===== config.mk =====
export PLATFORM = sky130hd
export DESIGN_NAME = tpw_pwm
export DESIGN_NICKNAME = d
export VERILOG_FILES = /design/src/rtl/tpw_pwm.v /design/src/rtl/tpw_tick_div.v
export VERILOG_INCLUDE_DIRS = /design/src /design/src/rtl
export SDC_FILE = /design/constraint.sdc
export NUM_CORES = 1
export LEC_CHECK = 0
export ABC_CLOCK_PERIOD_IN_PS = 5190
export BUFFER_PORTS_ARGS = -buffer_cell sky130_fd_sc_hd__buf_2
export CAP_MARGIN = 10
export CORE_UTILIZATION = 60
export DETAILED_ROUTE_END_ITERATION = 6
export HOLD_SLACK_MARGIN = 0.05
export PLACE_DENSITY = 0.77
export SYNTH_ARGS = -nofsm -noshare
export SYNTH_HDL_FRONTEND = slang
export SYNTH_SLANG_ARGS = --single-unit

===== constraint.sdc =====
create_clock -name i_clock -period 5.19 [get_ports i_clock]
set_input_delay 0 -clock i_clock [delete_from_list [all_inputs] [get_ports i_clock]]
set_output_delay 0 -clock i_clock [all_outputs]
set_load 0.03 [all_outputs]

===== src/rtl/tpw_map.vh =====
// constants for the 8-bit timer pwm waveform block
`ifndef TPW_MAP_VH
`define TPW_MAP_VH
// register offsets
`define TPW_ADDR_CTRL 4'h0
`define TPW_ADDR_CMPV 4'h1
`define TPW_ADDR_CNT 4'h2
`define TPW_ADDR_FLAG 4'h3
`define TPW_ADDR_PRE 4'h4
// control field positions
`define TPW_CTRL_WGM_LO 0
`define TPW_CTRL_COM_LO 2
`define TPW_CTRL_RUN 4
// flag field positions
`define TPW_FLAG_OVF 0
`define TPW_FLAG_CMP 1
// waveform modes
`define TPW_WGM_NORMAL 2'h0
`define TPW_WGM_PCPWM 2'h1
`define TPW_WGM_CTC 2'h2
`define TPW_WGM_FAST 2'h3
// output actions
`define TPW_COM_NONE 2'h0
`define TPW_COM_TOGGLE 2'h1
`define TPW_COM_NONINV 2'h2
`define TPW_COM_INV 2'h3
// count limits
`define TPW_MAX 8'hff
`define TPW_BOTTOM 8'h00
// reset values
`define TPW_CTRL_RST 8'h00
`define TPW_CMPV_RST 8'h00
`define TPW_PRE_RST 8'h00
`endif


===== src/rtl/tpw_pwm.v =====
// 8-bit timer with fast and phase-correct pwm waveform generation
// Function
// - mode 3 selects single-slope fast pwm
// - fast pwm wraps to zero after max
// - fast pwm action 2 normal, 3 inverted
// - fast: clear on match, set at wrap
// - wrap output change in same tick
// - fast pwm overflow flag at max
// - fast compare bottom gives one-tick spike
// - fast compare max gives constant level
// - fast action 1 toggles on match
// - compare value double buffered in pwm
// - mode 1 selects dual-slope phase-correct pwm
// - phase-correct reverses at max, one tick
// - phase-correct fixed eight-bit range
// - pc: clear on up match, set down
// - pc action 2 normal, 3 inverted
// - phase-correct overflow flag at bottom
// - pc extremes give constant levels
// - pc leaving max corrects held level
// - pc missed up match still transitions
// - counter advances on one-cycle tick enable
// - action 0 leaves output register alone
// - max is 0xff, bottom is zero
//
// Decided for this implementation: the register addresses and strobed register access.
`timescale 1ns/100ps
`default_nettype none
`include "tpw_map.vh"
module tpw_pwm (
  input wire i_clock,
  input wire i_sys_rst,
  input wire [3:0] i_addr,
  input wire [7:0] i_wdata,
  input wire i_wr,
  input wire i_rd,
  output reg [7:0] o_rdata,
  input wire i_port_data,
  input wire i_output_pin_direction,
  output wire o_pin,
  output wire o_pin_oe,
  output wire o_overflow_flag,
  output wire o_compare_match_flag,
  output wire o_compare_output
);
  reg [7:0] ctrl_ff;
  reg [7:0] pre_ff;
  reg [7:0] cmp_buf_ff;
  reg [7:0] compare_value_ff;
  reg [7:0] count_value_ff;
  reg down_ff;
  reg compare_output_ff;
  reg ovf_ff;
  reg cmf_ff;
  reg blk_ff;
  reg [7:0] nxt_count;
  reg nxt_down;
  reg nxt_oc;
  reg nxt_load;
  reg ev_ovf;
  reg ev_cmp;
  wire timer_tick;
  wire [1:0] waveform_mode_select;
  wire [1:0] compare_output_action;
  wire is_pwm;
  wire match;
  wire wr_ctrl;
  wire wr_cmpv;
  wire wr_cnt;
  wire wr_flag;
  wire wr_pre;
  //////////////////////////////////////////////////////////////////////
  // field decode and write strobes
  assign waveform_mode_select = ctrl_ff[`TPW_CTRL_WGM_LO+1:`TPW_CTRL_WGM_LO];
  assign compare_output_action = ctrl_ff[`TPW_CTRL_COM_LO+1:`TPW_CTRL_COM_LO];
  assign is_pwm = waveform_mode_select[0];
  assign wr_ctrl = i_wr && (i_addr == `TPW_ADDR_CTRL);
  assign wr_cmpv = i_wr && (i_addr == `TPW_ADDR_CMPV);
  assign wr_cnt = i_wr && (i_addr == `TPW_ADDR_CNT);
  assign wr_flag = i_wr && (i_addr == `TPW_ADDR_FLAG);
  assign wr_pre = i_wr && (i_addr == `TPW_ADDR_PRE);
  // a counter write blocks the match of the next tick
  assign match = (count_value_ff == compare_value_ff) && !blk_ff;
  //////////////////////////////////////////////////////////////////////
  // tick enable from divider
  tpw_tick_div u_div (
    .i_clock(i_clock),
    .i_sys_rst(i_sys_rst),
    .i_run(ctrl_ff[`TPW_CTRL_RUN]),
    .i_div(pre_ff),
    .o_tick(timer_tick)
  );
  //////////////////////////////////////////////////////////////////////
  // next count, direction, output and events per tick
  always @* begin
    nxt_count = count_value_ff;
    nxt_down = down_ff;
    nxt_oc = compare_output_ff;
    nxt_load = 1'b0;
    ev_ovf = 1'b0;
    ev_cmp = match;
    case (waveform_mode_select)
      `TPW_WGM_FAST: begin
        nxt_down = 1'b0;
        if (count_value_ff == `TPW_MAX) begin
          nxt_count = `TPW_BOTTOM;
          nxt_load = 1'b1;
        end else begin
          nxt_count = count_value_ff + 8'h01;
        end
        ev_ovf = (count_value_ff == `TPW_MAX);
        case (compare_output_action)
          `TPW_COM_TOGGLE: begin
            if (match) nxt_oc = ~compare_output_ff;
          end
          `TPW_COM_NONINV: begin
            if (match) nxt_oc = 1'b0;
            else if (count_value_ff == `TPW_MAX) nxt_oc = 1'b1;
          end
          `TPW_COM_INV: begin
            if (match) nxt_oc = 1'b1;
            else if (count_value_ff == `TPW_MAX) nxt_oc = 1'b0;
          end
          default: nxt_oc = compare_output_ff;
        endcase
      end
      `TPW_WGM_PCPWM: begin
        if (!down_ff) begin
          if (count_value_ff == `TPW_MAX) begin
            nxt_down = 1'b1;
            nxt_count = count_value_ff - 8'h01;
          end else begin
            nxt_count = count_value_ff + 8'h01;
          end
        end else begin
          if (count_value_ff == `TPW_BOTTOM) begin
            nxt_down = 1'b0;
            nxt_count = count_value_ff + 8'h01;
          end else begin
            nxt_count = count_value_ff - 8'h01;
          end
        end
        nxt_load = (count_value_ff == `TPW_MAX);
        ev_ovf = (count_value_ff == `TPW_BOTTOM);
        if (compare_output_action[1]) begin
          if (count_value_ff == `TPW_MAX) begin
            // level at max follows up-count result for the new value
            if (cmp_buf_ff == `TPW_MAX) nxt_oc = ~compare_output_action[0];
            else nxt_oc = compare_output_action[0];
          end else if (count_value_ff == `TPW_BOTTOM) begin
            // bottom compare stays at the up-count level
            if (compare_value_ff == `TPW_BOTTOM) nxt_oc = compare_output_action[0];
            else nxt_oc = ~compare_output_action[0];
          end else if (match) begin
            nxt_oc = down_ff ^ compare_output_action[0];
          end
        end
      end
      default: begin
        // non-pwm modes: plain count, no output action here
        nxt_count = count_value_ff + 8'h01;
        nxt_down = 1'b0;
        ev_ovf = (count_value_ff == `TPW_MAX);
      end
    endcase
  end
  //////////////////////////////////////////////////////////////////////
  // registers, counter and flags
  always @(posedge i_clock) begin
    if (i_sys_rst) begin
      ctrl_ff <= `TPW_CTRL_RST;
      pre_ff <= `TPW_PRE_RST;
      cmp_buf_ff <= `TPW_CMPV_RST;
      compare_value_ff <= `TPW_CMPV_RST;
      count_value_ff <= `TPW_BOTTOM;
      down_ff <= 1'b0;
      compare_output_ff <= 1'b0;
      ovf_ff <= 1'b0;
      cmf_ff <= 1'b0;
      blk_ff <= 1'b0;
    end else begin
      if (wr_ctrl) ctrl_ff <= i_wdata;
      if (wr_pre) pre_ff <= i_wdata;
      if (wr_cmpv) cmp_buf_ff <= i_wdata;
      if (!is_pwm && wr_cmpv) compare_value_ff <= i_wdata;
      else if (is_pwm && timer_tick && nxt_load) compare_value_ff <= cmp_buf_ff;
      if (wr_cnt) begin
        count_value_ff <= i_wdata;
        blk_ff <= 1'b1;
      end else if (timer_tick) begin
        count_value_ff <= nxt_count;
        down_ff <= nxt_down;
        compare_output_ff <= nxt_oc;
        blk_ff <= 1'b0;
      end
      // flags: set wins over write-one clear
      ovf_ff <= (timer_tick && ev_ovf) ||
                (ovf_ff && !(wr_flag && i_wdata[`TPW_FLAG_OVF]));
      cmf_ff <= (timer_tick && ev_cmp) ||
                (cmf_ff && !(wr_flag && i_wdata[`TPW_FLAG_CMP]));
    end
  end
  //////////////////////////////////////////////////////////////////////
  // read data, one cycle after strobe
  always @(posedge i_clock) begin
    if (i_sys_rst) begin
      o_rdata <= 8'h00;
    end else if (i_rd) begin
      case (i_addr)
        `TPW_ADDR_CTRL: o_rdata <= ctrl_ff;
        `TPW_ADDR_CMPV: o_rdata <= cmp_buf_ff;
        `TPW_ADDR_CNT: o_rdata <= count_value_ff;
        `TPW_ADDR_FLAG: o_rdata <= {6'h00, cmf_ff, ovf_ff};
        `TPW_ADDR_PRE: o_rdata <= pre_ff;
        default: o_rdata <= 8'h00;
      endcase
    end else begin
      o_rdata <= 8'h00;
    end
  end
  //////////////////////////////////////////////////////////////////////
  // pin override and direction
  assign o_pin = ((compare_output_action != `TPW_COM_NONE) &&
                  !(waveform_mode_select == `TPW_WGM_PCPWM &&
                    compare_output_action == `TPW_COM_TOGGLE)) ?
                 compare_output_ff : i_port_data;
  assign o_pin_oe = i_output_pin_direction;
  assign o_overflow_flag = ovf_ff;
  assign o_compare_match_flag = cmf_ff;
  assign o_compare_output = compare_output_ff;
endmodule // tpw_pwm
`default_nettype wire


===== src/rtl/tpw_tick_div.v =====
// timer tick divider: one-cycle enable every (div+1) clocks
`timescale 1ns/100ps
`default_nettype none
module tpw_tick_div (
  input wire i_clock,
  input wire i_sys_rst,
  input wire i_run,
  input wire [7:0] i_div,
  output reg o_tick
);
  reg [7:0] cnt_ff;
  //////////////////////////////////////////////////////////////////////
  // count down, pulse on wrap
  always @(posedge i_clock) begin
    if (i_sys_rst || !i_run) begin
      cnt_ff <= 8'h00;
      o_tick <= 1'b0;
    end else if (cnt_ff == 8'h00) begin
      cnt_ff <= i_div;
      o_tick <= 1'b1;
    end else begin
      cnt_ff <= cnt_ff - 8'h01;
      o_tick <= 1'b0;
    end
  end
endmodule // tpw_tick_div
`default_nettype wire


Word level (Yosys, flattened, before mapping)
Cells that the tools add are included.
{"block": "classes", "addsub": 3, "n_bitwise": 5, "eq_ne": 18, "reduce_logical": 37, "n_mux": 34}
{"cell": "$mux W8", "count": 9}
{"cell": "$pmux W8 S5", "count": 1}
{"cell": "$logic_not A8 Y1", "count": 3}
{"cell": "$mux W1", "count": 20}
{"cell": "$logic_and A1 B1 Y1", "count": 17}
{"cell": "$eq A8 B8 Y1 const B", "count": 2}
{"cell": "$pmux W8 S2", "count": 1}
{"cell": "$sub A8 B1 Y8 const B", "count": 2}
{"cell": "$ne A4 B4 Y1 const B", "count": 3}
{"cell": "$reduce_and A9 Y1", "count": 1}
{"cell": "$add A8 B1 Y8 const B", "count": 1}
{"cell": "$eq A4 B2 Y1 const B", "count": 2}
{"cell": "$eq A8 B8 Y1", "count": 1}
{"cell": "$reduce_bool A2 Y1", "count": 4}
{"cell": "$eq A2 B2 Y1 const B", "count": 3}
{"cell": "$logic_not A1 Y1", "count": 6}
{"cell": "$eq A2 B1 Y1 const B", "count": 2}
{"cell": "$eq A4 B1 Y1 const B", "count": 1}
{"cell": "$eq A4 B3 Y1 const B", "count": 1}
{"cell": "$logic_not A4 Y1", "count": 1}
{"cell": "$ne A4 B2 Y1 const B", "count": 1}
{"cell": "$not A1 Y1", "count": 4}
{"cell": "$pmux W1 S2", "count": 2}
{"cell": "$logic_or A1 B1 Y1", "count": 3}
{"cell": "6 further kinds", "count": 6}
{"block": "totals", "output_inout_bits": 13, "in_bits": 18, "register_bits": 62, "wordCells": 110}

Logic depth before layout (Yosys ltp)
Gate-level depths: netlist of the first run.
{"block": "depth", "word_depth": 7, "mapped_depth": 9, "depth_no_buf": 8}

By module
From an unflattened synthesis of the first run, not the netlist that was laid out.
{"block": "unflattened", "cells_unflattened": 431, "hier_area_um2": 3473.3}
{"mod": "tpw_pwm", "cells_each": 375, "seq_area_each_um2": 1061.0, "n_inst": 1, "area_each_um2": 2964.1}
{"mod": "tpw_tick_div", "cells_each": 56, "seq_area_each_um2": 180.2, "n_inst": 1, "area_each_um2": 509.2}

Worst setup path after synthesis of the first run
No wires, ideal clock.
{"block": "synth_timing", "path_type": "register to register", "startpoint": "register count_value_ff[0]", "endpoint": "register count_value_ff[2]", "setup_ns": 0.074, "stages_incl_launch_ff": 10, "period_less_slack_ns": 2.182, "path_buffers": 1, "t_arrival_ns": 2.107, "required_ns": 5.116, "setup_slack_ns": 3.008, "cell_sequence": "dfxtp_1 > clkbuf_1 > inv_1 > ha_1 > nor3b_1 > a31o_2 > nor2_1 > a22oi_2 > or3_1 > a31oi_1"}
{"block": "synth_via", "elab_chain_len": 6, "word_cells_on_any_way": 11, "classes_between": "add/sub (2); eq/ne (1); mux (7); reduce/logical (1)"}
{"item": "start, declared", "line_no": "tpw_pwm.v:50", "text": "reg [7:0] count_value_ff;"}
{"item": "start signal, assigned", "line_no": "tpw_pwm.v:175", "text": "count_value_ff <= `TPW_BOTTOM;"}
{"item": "start signal, assigned", "line_no": "tpw_pwm.v:188", "text": "count_value_ff <= i_wdata;"}
{"item": "start signal, assigned", "line_no": "tpw_pwm.v:191", "text": "count_value_ff <= nxt_count;"}
{"item": "$add A8 B1 Y8, or another cell as far along"}
{"item": "$mux W8 (on tied branches)", "line_no": "tpw_pwm.v:129, tpw_pwm.v:136"}
{"item": "$mux W8", "line_no": "tpw_pwm.v:128", "text": "if (!down_ff) begin"}
{"item": "$pmux W8 S2 (*)", "line_no": "tpw_pwm.v:102", "text": "case (waveform_mode_select)"}
{"item": "$mux W8 (*)", "line_no": "tpw_pwm.v:190", "text": "end else if (timer_tick) begin"}
{"item": "$mux W8 (*)", "line_no": "tpw_pwm.v:187", "text": "if (wr_cnt) begin"}
Every way passes the cells marked *; elsewhere a longest branch is shown, timed or not. The select of a mux whose other input is x is not followed.
A chain may end at the register's enable or synchronous reset.

Worst setup path in the final report of the first run
{"block": "layout_timing", "startpoint": "register count_value_ff[0]", "endpoint": "register compare_value_ff[1]"}
{"block": "layout_via", "elab_chain_len": 5}
{"item": "$eq A8 B8 Y1 (no line) (*)"}
{"item": "$mux W1", "line_no": "tpw_pwm.v:105", "text": "if (count_value_ff == `TPW_MAX) begin"}
{"item": "$pmux W1 S2 (*)", "line_no": "tpw_pwm.v:102"}
{"item": "$logic_and A1 B1 Y1 (*)", "line_no": "tpw_pwm.v:186", "text": "else if (is_pwm && timer_tick && nxt_load) compare_value_ff <= cmp_buf_ff;"}
{"item": "$reduce_bool A2 Y1 (no line) (*)"}
{"item": "end signal, assigned", "line_no": "tpw_pwm.v:174", "text": "compare_value_ff <= `TPW_CMPV_RST;"}
{"item": "end signal, assigned", "line_no": "tpw_pwm.v:185", "text": "if (!is_pwm && wr_cmpv) compare_value_ff <= i_wdata;"}
{"item": "end signal, assigned", "line_no": "tpw_pwm.v:186"}
{"item": "end, declared", "line_no": "tpw_pwm.v:49", "text": "reg [7:0] compare_value_ff;"}
Every way passes the cells marked *; elsewhere a longest branch is shown, timed or not.

==> results of run 1 <==
metal layers:
layer	up-vias	share of wire, %	GRT usage, %
li1	1602	-	-
met1	1612	45	46.4
met2	178	44	53.5
met3	32	7.9	6.71
met4	0	3.1	13.2
met5	-	0	0
power by group:
| group | switching, uW | total, uW | internal, uW |
|---|---|---|---|
| registers | 12.3 | 494 | 481 |
| clock network | 211 | 547 | 336 |
| logic | 58.7 | 91.5 | 32.8 |
through the flow:
stage / cells / util [%]
after floorplan: 430 / -
after global placement: 502 / 63.8
after detailed placement: 502 / 63.8
after CTS: 527 / 70.1
after global routing: 527 / 70.1
final: 527 / 70.1
sequential cells by signal, summed over array words and instances (netlist names):
register,count
cmp_buf_ff,8
down_ff,1
u_div.o_tick,1
o_rdata,8
count_value_ff,8
blk_ff,1
ctrl_ff,8
pre_ff,8
u_div.cnt_ff,8
o_compare_match_flag,1
o_compare_output,1
o_overflow_flag,1
compare_value_ff,8
final cells by class:
| class | instances | share of cell area [%] |
|---|---|---|
| flip-flops and latches | 62 | 32.2 |
| clock inverters | 6 | 3.01 |
| multi-input cells | 328 | 51.6 |
| repair buffers | 39 | 6.35 |
| clock buffers | 10 | 3.57 |
| well taps | 72 | 2.33 |
| inverters | 10 | 0.972 |
cells in the final DEF (no fill, tap or decap), types with 5 or more instances in the layout:
cell	instances
dfxtp_1	62
nand2_1	49
nor2_1	49
a21oi_1	43
nand3_1	35
buf_2	28
nor3_1	14
xnor2_1	12
a211oi_1	11
inv_1	10
o22ai_1	10
clkbuf_8	10
ha_1	9
dlygate4sd3_1	9
mux2i_1	7
o21ai_0	7
a222oi_1	6
nand4_1	5
what timing repair did:
item / 4_1_cts / 5_1_grt
hold buffers: 9 / 0
setup endpoints to repair: 0 / 0
endpoints found under the hold margin: 33 / 0
worst min-delay path, cell delays in order:
cell	delay (ns)
buf_2	0.14
nor4b_4	0.11
nand3_1	0.09
a21oi_1	0.05
logic make-up after synthesis:
group / Yosys count / share of synthesized area (%)
simple gates: 186 / 27.2
compound gates: 109 / 21.3
flops: 62 / 36.4
buf+inv: 40 / 5.14
xor+xnor: 15 / 3.85
mux: 9 / 2.72
fa+ha+maj: 9 / 3.30
how the worst max path moves through the flow:
stage | startpoint | cells after the start | end
finish | count_value_ff[0]$_SDFFE_PP0P_ | 7 | compare_value_ff[1]$_SDFFE_PP0P_
global route | count_value_ff[0]$_SDFFE_PP0P_ | 7 | compare_value_ff[1]$_SDFFE_PP0P_
CTS | count_value_ff[0]$_SDFFE_PP0P_ | 7 | compare_value_ff[1]$_SDFFE_PP0P_
detailed placement | count_value_ff[0]$_SDFFE_PP0P_ | 7 | compare_value_ff[1]$_SDFFE_PP0P_
global placement | count_value_ff[0]$_SDFFE_PP0P_ | 7 | o_compare_output$_SDFFE_PP0P_
floorplan | count_value_ff[0]$_SDFFE_PP0P_ | 9 | count_value_ff[2]$_SDFFE_PP0P_
==> qor.txt, run 1 <==
Status - finished, violations left
Failing checks - design-rule violations
Post-synth top area share - 36.4%
WL per Instance - 18.7 um
Die area - 5990 um^2
H-tree depth - 3
Postcts setup bufs - 0
Synth Area per Inst - 7.93 um^2
Clk_skew - 0.00856 ns
Crit path buf inv count - 0
HP Start - i_addr[2]
CP peak stage delay - 0.55 ns
Clock Sinks - 62
Vias - 3424
Vias in the first global route - 3143
Final hold violation count - 0
Total CTS buffers - 9
Ys async rst share - 0%
Die Y - 77.4 um
Avg Vias per Cell - 6.50
Final setup vio count - 0
DRC viols - 1
Multi-input logic area - 1990 um^2
Post-route ant nets - 0
Post-Syn Instances - 430
Arrival time worst endpoint - 2.79 ns
Layout cells sized above 1 - 13.6%
Crit path kind - flop to flop
Yosys top cell by area - dfxtp_1
Area delta synth->final - 13.3%
Fin area - 3860 um^2
Total gr overflow - 0
Core area - 5510 um^2
Setup ws final - 2.66 ns
Number of synthesized flops with an enable pin - 0
Total of warnings raised by yosys - 0
DRT Wirelength - 9830 um
# diodes - 0
# rows - 27
Post-Place Worst Slack - 2.79 ns
Worst r2r dst - compare_value_ff[1]$_SDFFE_PP0P_
CP endpoint kind - flop
Clock buffer depth - 2
Net Count, Synth - 457
Max Slew Vio Count - 0
Fillcell total - 454
Synth top area cells - dfxtp_1, a21oi_1, nand2_1
Port Buffers - 28
Power Density - 293 nW/um^2
Fin nets - 477
Crit path cell chain - ha_1, nand3_1, nor2_1, nand3_1, nand2_1, nor2_1, nor3_1
Yosys reg bits - 62
CTS tree - built
First-pass GRT wire length - 15800 um
Register area - 1240 um^2
Startpoint Class - flop
Hold EP - cmp_buf_ff[5]$_SDFFE_PP0P_
CP max stage cell - dfxtp_1
Hold Crit Class - primary input to flop
Root buffer cell - clkbuf_8
Main synth FF type - dfxtp_1
Gr usage total - 34.2%
GPL Wtd Cong - 0.940
Tmin final - 2.53 ns
R2R cell count - 7
Most common cell in the netlist - dfxtp_1
Reg clk slew, reported paths - 0.08 ns
Synth cell types - 61
Max-cap viol count - 0
WP data required - 5.44 ns
Design Power - 1130 uW
DP Area - 3520 um^2
Max frequency - 0.395 GHz
Crit path max-delay family - simple AND/OR/NAND/NOR gates
Crit-path max FO - 10
Unrepaired setup endpoints after global routing - false
I/O pin total - 31
First-pass detailed-route iteration total - 7
Most instantiated cells after synthesis - dfxtp_1, nand2_1, nor2_1
Worst VDD drop - 0.299 mV
Total negative slack - 0 ns
Clk_lat worst skew - 0.34 ns
Worst Hold Depth - 4
Worst R2R Start - count_value_ff[0]$_SDFFE_PP0P_
Period utilisation layout - 48.8%
Largest net degree at the start of global routing - 49
Slew HR - 35.8%
Die W - 77.4 um
Initial antenna violation count - 0
WHS - 0.0943 ns
Leak - 0.00137 uW
Worst-Margin Slew - 0.954 ns
Final HPWL DP - 6580 um
Initial Utilization - 61.9%
Flop2flop setup slack - 2.66 ns
Post-synthesis sequential area ratio - 36.4%
Cts repair resizes - 0
Synthesized area - 3410 um^2
Initial DRC count - 473
No activity file was read; power rests on OpenSTA's default activity.
==> run 2, diff against run 1 <==
--- a/config.mk
+++ b/config.mk
@@ -6,13 +6,14 @@
 export SDC_FILE = /design/constraint.sdc
 export NUM_CORES = 1
 export LEC_CHECK = 0
-export ABC_CLOCK_PERIOD_IN_PS = 5190
+export ABC_AREA = 1
+export ABC_CLOCK_PERIOD_IN_PS = 2220
 export BUFFER_PORTS_ARGS = -buffer_cell sky130_fd_sc_hd__buf_2
 export CAP_MARGIN = 10
-export CORE_UTILIZATION = 60
+export CORE_UTILIZATION = 54
 export DETAILED_ROUTE_END_ITERATION = 6
 export HOLD_SLACK_MARGIN = 0.05
-export PLACE_DENSITY = 0.77
+export PLACE_DENSITY = 0.73
 export SYNTH_ARGS = -nofsm -noshare
 export SYNTH_HDL_FRONTEND = slang
 export SYNTH_SLANG_ARGS = --single-unit
==> constraint.sdc (replaced) <==
create_clock -name i_clock -period 2.22 [get_ports i_clock]
set_input_delay 0 -clock i_clock [delete_from_list [all_inputs] [get_ports i_clock]]
set_output_delay 0 -clock i_clock [all_outputs]
set_load 0.03 [all_outputs]
==> run 2 against run 1 <==
Effect of this change: worst setup slack got worse by 2.3 ns; total power rose by 110%; synthesized area rose by 4.4%; largest power group is now sequential cells; largest cell class unchanged; the flow now finishes without violations; sequential share of layout area fell by 1.4 points; critical path type unchanged.
==> qor.txt, run 2 <==
Status - complete, no violations
Final hold violation count - 0 (unchanged)
Arrival time worst endpoint - 2.07 ns (-0.72 ns)
Initial DRC count - 308 (-35%)
Register area - 1240 um^2 (unchanged)
Cts repair resizes - 0 (unchanged)
Commonest non-fill, non-tap cells in the layout - nand2_1, inv_1, dfxtp_1
Period utilisation layout - 82.3% (+33 points)
Worst VDD drop - 0.449 mV (+50%)
Reg clk slew, reported paths - 0.07 ns (about the same)
Vias in the first global route - 3285 (+4.5%)
Most instantiated cells after synthesis - nand2_1, inv_1, dfxtp_1
Initial antenna violation count - 0 (unchanged)
GR met1 Demand/Resource - 40.0% (-6.5 points)
Total gr overflow - 0 (unchanged)
Main synth FF type - dfxtp_1
Post-synthesis sequential area ratio - 34.9% (-1.5 points)
Yosys top cell by area - dfxtp_1
Clk_lat worst skew - 0.35 ns (about the same)
Die W - 83.2 um (+7.5%)
Gr usage total - 30.7% (-3.5 points)
Hold Crit Class - primary input to flop
Initial Utilization - 56.1% (-5.8 points)
First-pass detailed-route iteration total - 6 (-1)
Unrepaired setup endpoints after global routing - false
Startpoint Class - flop
WL per Instance - 16.2 um (-13%)
Most common cell in the netlist - nand2_1
Tmin final - 1.83 ns (-0.708 ns)
Max-cap viol count - 0 (unchanged)
CP endpoint kind - flop
Synth Area per Inst - 7.06 um^2 (-11%)
Post-synth top area share - 34.9% (-1.5 points)
Worst-Margin Slew - 0.395 ns (-0.559 ns)
Synth top area cells - dfxtp_1, nand2_1, inv_1
Synth cell types - 38 (-38%)
Fillcell total - 577 (+27%)
Post-route ant nets - 0 (unchanged)
WHS - 0.0643 ns (-0.0301 ns)
Die area - 6920 um^2 (+16%)
Total CTS buffers - 9 (unchanged)
Avg Vias per Cell - 5.70 (-12%)
Slew HR - 73.7% (+38 points)
DRC viols - 0 (-1)
Synthesized area - 3560 um^2 (+4.4%)
Root buffer cell - clkbuf_8
Core area - 6350 um^2 (+15%)
Fin nets - 568 (+19%)
WP data required - 2.47 ns (-2.97 ns)
Die Y - 83.2 um (+7.5%)
Number of synthesized flops with an enable pin - 0 (unchanged)
Final HPWL DP - 7600 um (+15%)
# diodes - 0 (unchanged)
Max Slew Vio Count - 0 (unchanged)
Post-Syn Instances - 504 (+17%)
Net Count, Synth - 531 (+16%)
Largest net degree at the start of global routing - 27 (-45%)
Total negative slack - 0 ns (unchanged)
Setup ws final - 0.393 ns (-2.26 ns)
Post-Place Worst Slack - 0.416 ns (-2.37 ns)
Max frequency - 0.547 GHz (+39%)
Leak - 0.00171 uW (+25%)
Port Buffers - 28 (unchanged)
Area delta synth->final - 13.3% (about the same)
Clk_skew - 0.0111 ns (+0.00256 ns)
Layout cells sized above 1 - 15.8% (+2.1 points)
Total of warnings raised by yosys - 0 (unchanged)
Multi-input logic area - 1920 um^2 (-3.6%)
Most common cell after layout, fill and taps aside - nand2_1
Final setup vio count - 0 (unchanged)
First-pass GRT wire length - 16400 um (+4.0%)
Clock buffer depth - 2 (unchanged)
Crit path kind - flop to flop
Power Density - 591 nW/um^2 (+100%)
CTS tree - built
DRT Wirelength - 10100 um (+3.0%)
Crit-path max FO - 6 (-4)
Met3 Usage GRT - 6.36% (-0.34 points)
Yosys reg bits - 62 (unchanged)
Met2 Resource Use GR - 47.7% (-5.8 points)
Vias - 3554 (+3.8%)
Ys async rst share - 0% (unchanged)
Most Crowded Layer GR - met2
GPL Wtd Cong - 0.996 (+5.9%)
# rows - 29 (+7.4%)
H-tree depth - 3 (unchanged)
Clock Sinks - 62 (unchanged)
I/O pin total - 31 (unchanged)
-- run 2: changes by cell type in the layout (fill, tap and decap cells not counted), sizes merged, moves of 5 or more --
cell,previous run,this run
o21ai,11,43
a21oi,43,51
a221oi,1,8
xnor2,12,0
nor3,15,1
a222oi,6,0
inv,12,78
mux2i,7,0
a211oi,11,1
nor4,5,0
o211ai,1,9
nand2,51,103
a22oi,5,0
-- run 2: where the power goes --
| group | total (uW) | internal [uW] | switching (uW) |
|---|---|---|---|
| logic | 208 | 70.5 | 137 |
| registers | 1140 | 1130 | 15.5 |
| clock network | 1030 | 554 | 481 |
-- run 2: logic make-up (layout without fill, tap and decap cells) --
logic type      Yosys count  after routing  share of synthesized area, %
buf+inv                  94            136                          11.2
flops                    62             62                          34.9
compound gates          133            133                          21.4
xor+xnor                  5              5                          1.23
simple gates            201            201                          28.2
fa+ha+maj                 9              9                          3.16
-- run 2: metal layers --
metal | vias up | share of wire, %
met5 | - | 0
met4 | 0 | 3.6
met3 | 27 | 8.2
met2 | 140 | 44
met1 | 1636 | 44
li1 | 1751 | -
-- run 2: stage by stage --
step / total power (uW) / util, % / cell area [um^2] / std cells
finish: 2380 / 63.5 / 4030 / 623
global route: 2460 / 63.5 / 4030 / 623
CTS: 2390 / 63.5 / 4030 / 623
detailed placement: 1360 / 58.5 / 3710 / 596
global placement: 1350 / 58.5 / 3710 / 596
floorplan: 1290 / - / 3560 / 504
-- run 2: what timing repair did --
action                     in CTS  in global routing
hold endpoints to repair       23                  0
setup buffers                   0                  0
setup endpoints to repair       0                  0
hold buffers                   11                  0
-- run 2: area by class of cell --
cell class,instances,share of cell area (%)
clock buffer,10,3.41
clock inverter,6,1.77
inverter,79,7.45
multi-input combinational,348,47.6
sequential,62,30.8
tap,77,2.39
timing repair buffer,41,6.58
-- run 2: critical path, cell delays in order (launching register included) --
cell and delay [ns]:
dfxtp_1 0.39, inv_1 0.23, ha_1 0.19, nand2_1 0.07, nor2_2 0.17, nand2_2 0.11
nand2_2 0.10, nand2_1 0.10, nand2_1 0.07, nand2_1 0.05, nand3_1 0.08, nand3_1 0.08
nand2_1 0.06, inv_1 0.03
-- run 2: worst paths after layout --
path | from | slack (ns) | cells after the start | endpoint
hold / removal | i_wdata[3] | 0.06 | 3 | cmp_buf_ff[3]$_SDFFE_PP0P_
setup / recovery | count_value_ff[1]$_SDFFE_PP0P_ | 0.39 | 13 | o_compare_output$_SDFFE_PP0P_
hold reg to reg | ctrl_ff[7]$_SDFFE_PP0P_ | 0.46 | 2 | ctrl_ff[7]$_SDFFE_PP0P_
setup reg to reg | count_value_ff[1]$_SDFFE_PP0P_ | 0.39 | 13 | o_compare_output$_SDFFE_PP0P_
